<file path="src/fpm_regs.vh">
`ifndef FPM_REGS_VH
`define FPM_REGS_VH
// Address and data widths, block decode and boot identity
`define FPM_PIN_AW 11
`define FPM_ADDR_AW 22
`define FPM_BLOCK_LSB 16
`define FPM_BLOCK_W 4
`define FPM_TOP_BLOCK 4'hF
`define FPM_BOOT_ID 4'h0
`define FPM_DATA_W 8
`endif

</file>
<file path="src/fpm_flash_pin_ctrl.v">
`timescale 1ns/100ps
`include "fpm_regs.vh"
// Operation
// - Low-order address captured internally on every write cycle.
// - Data byte latched internally during each write cycle.
// - Data pins released while output enable high; drive read data when it is low in parallel mode out of reset.
// - Output enable gates drivers; falling write enable starts writes only while output enable is high.
// - Configuration high selects parallel mode, low selects hub mode.
// - Low on initialize or reset gives internal reset in hub mode; only reset counts in parallel mode.
// - Four strap inputs give the device identity on the shared bus.
// - Top block lock low refuses program and erase of boot block.
// - Write protect low refuses program of all lower blocks.
module fpm_flash_pin_ctrl #(
    parameter AW = `FPM_ADDR_AW,
    parameter PW = `FPM_PIN_AW,
    parameter DW = `FPM_DATA_W
) (
    input wire ref_clk_i,
    input wire rst_b_i,
    input wire interface_config_select_i,
    input wire init_n_i,
    input wire reset_n_i,
    input wire [3:0] strap_identity_inputs_i,
    input wire [3:0] hub_target_id_i,
    input wire top_block_lock_n_i,
    input wire write_protect_n_i,
    input wire row_col_sel_i,
    input wire output_enable_n_i,
    input wire write_enable_n_i,
    input wire [PW-1:0] muxed_address_pins_i,
    input wire [DW-1:0] parallel_data_pins_i,
    input wire [DW-1:0] read_data_i,
    input wire [AW-1:0] hub_addr_i,
    input wire hub_write_req_i,
    output reg [DW-1:0] parallel_data_pins_o,
    output reg parallel_data_pins_oe_o,
    output reg parallel_program_mode_o,
    output reg hub_serial_mode_o,
    output reg int_reset_n_o,
    output reg id_match_o,
    output reg [AW-1:0] latched_addr_o,
    output reg [DW-1:0] latched_data_o,
    output reg write_start_o,
    output reg write_refused_o
);
    localparam SW = PW + DW + 8;
    wire [SW-1:0] sync_in;
    wire [SW-1:0] sync_out;
    wire [PW-1:0] addr_s;
    wire [DW-1:0] data_s;
    wire cfg_s;
    wire init_s;
    wire rstn_s;
    wire tbl_s;
    wire wp_s;
    wire rc_s;
    wire oe_s;
    wire we_s;
    wire rst_lvl_s;
    wire write_go;
    reg we_prev_reg;
    reg cfg_reg;
    reg cfg_valid_reg;
    reg [PW-1:0] row_reg;
    reg [PW-1:0] col_reg;
    reg [AW-1:0] wr_addr;
    reg [`FPM_BLOCK_W-1:0] blk;
    reg protect;
    reg wr_fire;

    // Pin levels packed for the synchroniser, address on top
    assign sync_in[SW-1:DW+8] = muxed_address_pins_i;
    assign sync_in[DW+7:8] = parallel_data_pins_i;
    assign sync_in[7] = interface_config_select_i;
    assign sync_in[6] = init_n_i;
    assign sync_in[5] = reset_n_i;
    assign sync_in[4] = top_block_lock_n_i;
    assign sync_in[3] = write_protect_n_i;
    assign sync_in[2] = row_col_sel_i;
    assign sync_in[1] = output_enable_n_i;
    assign sync_in[0] = write_enable_n_i;

    // Packed pin levels pass two flops before use; strap, hub and read data inputs do not
    fpm_sync #(.W(SW)) u_sync (
        .ref_clk_i(ref_clk_i),
        .rst_b_i(rst_b_i),
        .d_i(sync_in),
        .q_o(sync_out)
    );

    // Synchronised levels unpacked in the same order as packed
    assign addr_s = sync_out[SW-1:DW+8];
    assign data_s = sync_out[DW+7:8];
    assign cfg_s = sync_out[7];
    assign init_s = sync_out[6];
    assign rstn_s = sync_out[5];
    assign tbl_s = sync_out[4];
    assign wp_s = sync_out[3];
    assign rc_s = sync_out[2];
    assign oe_s = sync_out[1];
    assign we_s = sync_out[0];

    // Both reset inputs seen together; the synchroniser resets low,
    // so internal reset also stands while the first real levels arrive
    assign rst_lvl_s = init_s && rstn_s;

    // A write is only taken while internal reset is released
    assign write_go = wr_fire && int_reset_n_o;

    // Write target: assembled halves in parallel mode, hub address otherwise
    always @* begin
        if (cfg_reg)
            wr_addr = {row_reg, col_reg};
        else
            wr_addr = hub_addr_i;
        blk = wr_addr[`FPM_BLOCK_LSB +: `FPM_BLOCK_W];
    end

    // Protection: boot block follows the lock pin, all lower blocks write protect
    always @* begin
        if (blk == `FPM_TOP_BLOCK)
            protect = !tbl_s;
        else
            protect = !wp_s;
    end

    // Write start: falling write enable with output enable high, or an addressed hub write;
    // output enable low inhibits parallel writes so a read never turns into a program
    always @* begin
        if (cfg_reg)
            wr_fire = we_prev_reg && !we_s && oe_s;
        else
            wr_fire = hub_write_req_i && id_match_o;
    end

    // Configuration follows the pin while initialize or reset is low and is taken once more
    // on release; the mode flags stay off until that sample, so settling levels never show
    always @(posedge ref_clk_i or negedge rst_b_i) begin
        if (!rst_b_i) begin
            cfg_reg <= 1'b0;
            cfg_valid_reg <= 1'b0;
        end else if (!rst_lvl_s) begin
            cfg_reg <= cfg_s;
            cfg_valid_reg <= 1'b0;
        end else if (!cfg_valid_reg) begin
            cfg_reg <= cfg_s;
            cfg_valid_reg <= 1'b1;
        end
    end

    // Previous write enable level for edge detection; idles high like the pin
    always @(posedge ref_clk_i or negedge rst_b_i) begin
        if (!rst_b_i) begin
            we_prev_reg <= 1'b1;
        end else begin
            we_prev_reg <= we_s;
        end
    end

    // Address halves load by select level while in parallel mode
    always @(posedge ref_clk_i or negedge rst_b_i) begin
        if (!rst_b_i) begin
            row_reg <= {PW{1'b0}};
            col_reg <= {PW{1'b0}};
        end else if (cfg_reg) begin
            if (rc_s)
                row_reg <= addr_s;
            else
                col_reg <= addr_s;
        end
    end

    // Mode flags, combined internal reset and identity compare
    always @(posedge ref_clk_i or negedge rst_b_i) begin
        if (!rst_b_i) begin
            parallel_program_mode_o <= 1'b0;
            hub_serial_mode_o <= 1'b0;
            int_reset_n_o <= 1'b0;
            id_match_o <= 1'b0;
        end else begin
            parallel_program_mode_o <= cfg_valid_reg && cfg_reg;
            hub_serial_mode_o <= cfg_valid_reg && !cfg_reg;
            int_reset_n_o <= cfg_reg ? rstn_s : rst_lvl_s;
            id_match_o <= (hub_target_id_i == strap_identity_inputs_i);
        end
    end

    // Data drivers on only while output enable is low in parallel mode
    always @(posedge ref_clk_i or negedge rst_b_i) begin
        if (!rst_b_i) begin
            parallel_data_pins_o <= {DW{1'b0}};
            parallel_data_pins_oe_o <= 1'b0;
        end else begin
            parallel_data_pins_oe_o <= cfg_reg && !oe_s && int_reset_n_o;
            parallel_data_pins_o <= read_data_i;
        end
    end

    // Address and data captured on the write in the same cycle as one result pulse;
    // the latched values stand until the next write whatever the pins do
    always @(posedge ref_clk_i or negedge rst_b_i) begin
        if (!rst_b_i) begin
            latched_addr_o <= {AW{1'b0}};
            latched_data_o <= {DW{1'b0}};
            write_start_o <= 1'b0;
            write_refused_o <= 1'b0;
        end else begin
            write_start_o <= 1'b0;
            write_refused_o <= 1'b0;
            if (write_go) begin
                latched_addr_o <= wr_addr;
                latched_data_o <= cfg_reg ? data_s : read_data_i;
                write_start_o <= !protect;
                write_refused_o <= protect;
            end
        end
    end
endmodule

</file>
<file path="src/fpm_sync.v">
`timescale 1ns/100ps
// Two-flop synchroniser for a bus of pin levels
module fpm_sync #(
    parameter W = 1
) (
    input wire ref_clk_i,
    input wire rst_b_i,
    input wire [W-1:0] d_i,
    output reg [W-1:0] q_o
);
    reg [W-1:0] meta_reg;

    // First stage feeds only the second
    always @(posedge ref_clk_i or negedge rst_b_i) begin
        if (!rst_b_i) begin
            meta_reg <= {W{1'b0}};
            q_o <= {W{1'b0}};
        end else begin
            meta_reg <= d_i;
            q_o <= meta_reg;
        end
    end
endmodule

</file>
<file path="config.mk">
export PLATFORM = sky130hd
export DESIGN_NAME = fpm_flash_pin_ctrl
export DESIGN_NICKNAME = d
export VERILOG_FILES = /design/src/fpm_flash_pin_ctrl.v /design/src/fpm_sync.v
export VERILOG_INCLUDE_DIRS = /design/src
export SDC_FILE = /design/constraint.sdc
export NUM_CORES = 1
export LEC_CHECK = 0
export BUFFER_PORTS_ARGS = -buffer_cell sky130_fd_sc_hd__buf_2
export CAP_MARGIN = 20
export CELL_PAD_IN_SITES_DETAIL_PLACEMENT = 1
export CELL_PAD_IN_SITES_GLOBAL_PLACEMENT = 1
export CORE_MARGIN = 5
export CORE_UTILIZATION = 42
export DETAILED_ROUTE_END_ITERATION = 7
export PLACE_DENSITY = 0.77
export SETUP_SLACK_MARGIN = 0.05
export SLEW_MARGIN = 15
export SYNTH_ARGS = -nofsm -noshare
export SYNTH_HDL_FRONTEND = slang
export SYNTH_HIERARCHICAL = 1
export SYNTH_SLANG_ARGS = --single-unit
export TNS_END_PERCENT = 10
</file>
<file path="constraint.sdc">
create_clock -name ref_clk_i -period 1.5 [get_ports ref_clk_i]
set_clock_uncertainty 0.1 [all_clocks]
set_input_delay 0.15 -clock ref_clk_i [delete_from_list [all_inputs] [get_ports ref_clk_i]]
set_output_delay 0.15 -clock ref_clk_i [all_outputs]
set_load 0.02 [all_outputs]
</file>
# Word level (Yosys, flattened, before mapping)

Index checks and enable logic that the tools add are counted.

Bits of input ports: 68
Bits in registers: 124

Equal/unequal tests: 3
Muxes and demuxes: 10
Reduce and logical (&&, ||, !) cells: 17
Bitwise logic cells: 1

Operators by type and width:

| cell               | number |
|---|---|
| $mux 22            | 1 |
| $logic_and 1x1->1  | 9 |
| $mux 1             | 8 |
| $mux 8             | 1 |
| $logic_not 1->1    | 6 |
| $eq 4x4->1         | 1 |
| $eq 4x4->1 const B | 1 |
| $reduce_and 2->1   | 2 |
| $ne 2x2->1 const B | 1 |
| $not 1->1          | 1 |

# Depth between registers and ports, before layout

Depth after elaboration: 6
Depth in mapped cells: 5
Gate-level depth less buffers: 4

# By module

Netlist, hierarchy kept.

By module, submodules not included:

| module             | sequential area each (sq um) | cells each | instances | area each (sq um) |
|---|---|---|---|---|
| fpm_flash_pin_ctrl | 1752.9                       | 219        | 1         | 2807.7 |
| fpm_sync           | 1351.3                       | 54         | 1         | 1351.3 |

# Worst setup path before layout

No wires, ideal clock.

Path type: register to register
Start: register cfg_reg
End: register row_reg[10]
Period minus slack after synthesis: 1.395 ns
Cell stages (with the launch flop): 5
Slack: 0.105 ns
Data required time: 1.275 ns
Data arrival time: 1.170 ns
Setup time: 0.125 ns
Cells stage by stage: dfrtp_1 > buf_4 > nand2_1 > buf_2 > mux2_2

Cells in the longest elaborated chain, start to end: 1

Ends and longest elaborated chain:

| element                           | line                     | text |
|---|---|---|
| start: declaration                | fpm_flash_pin_ctrl.v:62  | `reg cfg_reg;` |
| start signal: assignment          | fpm_flash_pin_ctrl.v:143 | `cfg_reg <= cfg_s;` |
| start signal: assignment          | fpm_flash_pin_ctrl.v:146 | `cfg_reg <= cfg_s;` |
| $reduce_and 2->1 (no source line) | -                        |  |
| end signal: assignment            | fpm_flash_pin_ctrl.v:163 | `row_reg <= {PW{1'b0}};` |
| end signal: assignment            | fpm_flash_pin_ctrl.v:167 | `row_reg <= addr_s;` |
| end: declaration                  | fpm_flash_pin_ctrl.v:64  | `reg [PW-1:0] row_reg;` |

No other way between the ends.
A chain may end at the register's enable or synchronous reset.

# Worst setup path after layout

Start: register we_prev_reg
End: register latched_addr_o[16]

Cells in the longest elaborated chain, start to end: 4

Ends and longest elaborated chain:

| element                        | line                     | text |
|---|---|---|
| start: declaration             | fpm_flash_pin_ctrl.v:61  | `reg we_prev_reg;` |
| start signal: assignment       | fpm_flash_pin_ctrl.v:156 | `we_prev_reg <= we_s;` |
| $logic_and 1x1->1 (2 in a row) | fpm_flash_pin_ctrl.v:131 | `wr_fire = we_prev_reg && !we_s && oe_s;` |
| $mux 1                         | fpm_flash_pin_ctrl.v:130 | `if (cfg_reg)` |
| $logic_and 1x1->1              | fpm_flash_pin_ctrl.v:108 | `assign write_go = wr_fire && int_reset_n_o;` |
| end signal: assignment         | fpm_flash_pin_ctrl.v:203 | `latched_addr_o <= {AW{1'b0}};` |
| end signal: assignment         | fpm_flash_pin_ctrl.v:211 | `latched_addr_o <= wr_addr;` |
| end: declaration               | fpm_flash_pin_ctrl.v:41  | `output reg [AW-1:0] latched_addr_o,` |

No other way between the ends.

==> results_dict.tcl <==
set metrics [dict create \
    hold_path.class "in -> async" \
    startpoint_type "register" \
    slew_viol_final 0 \
    totalWireLength_um 13700 \
    worst_path_max_delay_cell "dfstp_2" \
    cts_tree "yes" \
    drt_iter0_drc 89 \
    ys_ff_latch 124 \
    cp.required_ps 1800 \
    grt_max_degree 34 \
    r2r-end "latched_addr_o[16]" \
    synth_cells 273 \
    cts_buffer_depth 2 \
    rows 36 \
    slowest_delay_ps 510 \
    cts-buffers-inserted 17 \
    clockRootBuffer "clkbuf_8" \
    antenna_cells 0 \
    cp-end-kind "register" \
    critPathKind "reg -> reg" \
    dieArea_um2 12000 \
    cp_top_family "flip-flops" \
    area_growth_pct 57.3 \
    tightest_slew_ps 483 \
    hpwl_um 6520 \
    timing.fmax_ghz 0.654 \
    multi_input_comb_area_um2 1120 \
    period_needed_ps 1530 \
    die_x_um 110 \
    setup_ws_ps -29.7 \
    remaining_drc_errors 0 \
    synth_area_per_cell_um2 15.2 \
    setup_viol 13 \
    wire_per_inst_um 21.8 \
    rsz0062_at_grt "yes" \
    crit_path_max_fanout 12 \
    vias_per_cell 4.89 \
    yosys.cell_types.count 26 \
    crit_buf_inv 2 \
    outcome "complete, but fails checks" \
    drive_above_1_share_pct 46.2 \
    cap_violations 0 \
    r2r_start "we_prev_reg" \
    clk_pin_slew_ps 60 \
    syn_nets 341 \
    n_fill_cell 919 \
    ff2ff_setup_slack_ps -30 \
    clk_latency_ps 510 \
    seq_area_um2 3110 \
    whs_ps 52.5 \
    utilization_pct 67.3 \
    grt_usage_pct 22.0 \
    grt_pass1_vias 3452 \
    ir_drop_uv 794 \
    relSlewSlack_pct 67.8 \
    drt_pass1_iterations 4 \
    p_leak_nw 3.19 \
    grt_antenna_before_repair 0 \
    yosys-top-cells-area "dfrtp_1 (74%), mux2i_1 (7.0%), mux2_2 (6.2%), o21ai_0 (3.4%), nand2_1 (2.9%)" \
    dpl_worst_slack_ps -3.87 \
    final-hold-violation-count 0 \
    antenna_left 0 \
    syn_area_um2 4160 \
    port_buffers 112 \
    grt_overflow_total 0 \
    initial_utilization_pct 42.7 \
    synth_top_cell_area_share_pct 74.0 \
    pin_count 113 \
    gp_congestion 0.745 \
    synth_area_leader_cell "dfrtp_1" \
    numPlacedInstances 520 \
    via_count 3066 \
    power_density_nw_per_um2 1490 \
    worstRegToRegCells 6 \
    die_h_um 110 \
    post-route-period-util_pct 102 \
    nets 549 \
    yosys_warnings 6 \
    stdcell_count 627 \
    placeableCoreArea_um2 9730 \
    cts_sinks 124 \
    path_cells "and4b_2 > o21ai_4 > buf_12 > clkbuf_16 > nand2_2 > o21ai_2" \
    grt_pass1_wl_um 18900 \
    violations "setup timing" \
    h-tree-depth 4 \
    cp.arrival_ps 1820 \
    synth-seq-area-share_pct 74.6 \
]
==> logic make-up (layout without fill, tap and decap cells) <==
logic type      after synthesis  in the layout  share of synthesized area [%]
mux                          52             52                           13.2
simple gates                 46             46                           5.14
buf+inv                      12            233                           1.62
compound gates               35             35                           4.54
flops                       124            124                           74.6
xor+xnor                      4              4                          0.842
==> synth_stat cells (all sizes together) <==
cell,number
nor4,1
nor3,1
dfstp,1
mux2i,29
a21boi,1
and4b,1
xor2,4
o21ai,31
mux2,23
buf,8
o21a,1
and3,2
nor2b,3
and3b,2
nand2,32
nand3,1
and2,2
a21oi,1
o21ba,1
dfrtp,123
clkbuf,4
nand4,1
==> how the worst max path moves through the flow <==
stage | start | endpoint | slack, ps | cells past startpoint
6_report | we_prev_reg | latched_addr_o[16] | -30 | 6
5_1_grt | we_prev_reg | latched_addr_o[9] | -80 | 6
4_1_cts | we_prev_reg | write_start_o | -50 | 5
3_5_place_dp | cfg_reg | latched_addr_o[14] | -4 | 5
3_3_place_gp | cfg_reg | write_start_o | 70 | 4
2_1_floorplan | cfg_reg | row_reg[10] | 100 | 4
==> metrics by stage <==
step | setup TNS (ps) | cell area, um^2 | total power, mW
after global routing | -1270 | 6540 | 10.2
final | -136 | 6540 | 9.77
after floorplan | 0 | 4160 | 4.74
after detailed placement | -5.51 | 5020 | 5.40
after global placement | 0 | 5020 | 5.32
after CTS | -662 | 6350 | 9.54
==> routing by layer <==
| metal | vias up | wire length (um) | part of all wire (%) | global-route usage (%) |
|---|---|---|---|---|
| li1 | 1349 | - | - | - |
| met1 | 1586 | 4910 | 36 | 23.8 |
| met2 | 101 | 7710 | 56 | 40.2 |
| met3 | 30 | 684 | 5.0 | 6.87 |
| met4 | 0 | 357 | 2.6 | 8.19 |
| met5 | - | 0 | 0 | 0 |
==> where the power goes <==
part           internal (mW)  switching, mW  leakage (nW)
registers               3.79          0.322          1.49
clock network           2.41           1.56         0.277
logic                  0.736          0.956          1.42
total                   6.93           2.84          3.19
==> what timing repair did <==
item,4_1_cts,5_1_grt
buffers inserted,3,1
gates cloned,1,4
resized for setup,15,52
endpoints found under the hold margin,189,0
hold buffers,66,0
pin swaps,7,9
setup endpoints to repair,26,49
==> area by class of cell <==
cell class,instances,share of cell area [%]
well taps,133,2.54
clock buffers,18,6.54
repair buffers,201,24.1
clock inverters,14,2.24
multi-input cells,137,17.1
flip-flops and latches,124,47.5
==> cell usage in the layout (no fill, tap or decap), types with 8 or more instances in the layout <==
cell type,Yosys,final
nand2_2,0,15
o21ai_2,1,12
buf_12,0,8
dfrtp_1,123,122
mux2i_1,29,29
buf_2,7,111
buf_4,1,9
o21ai_1,2,15
dlygate4sd3_1,0,66
nand2_1,32,13
clkbuf_16,0,19
mux2_2,23,23
Note: power is estimated with default switching activity, not from simulation.
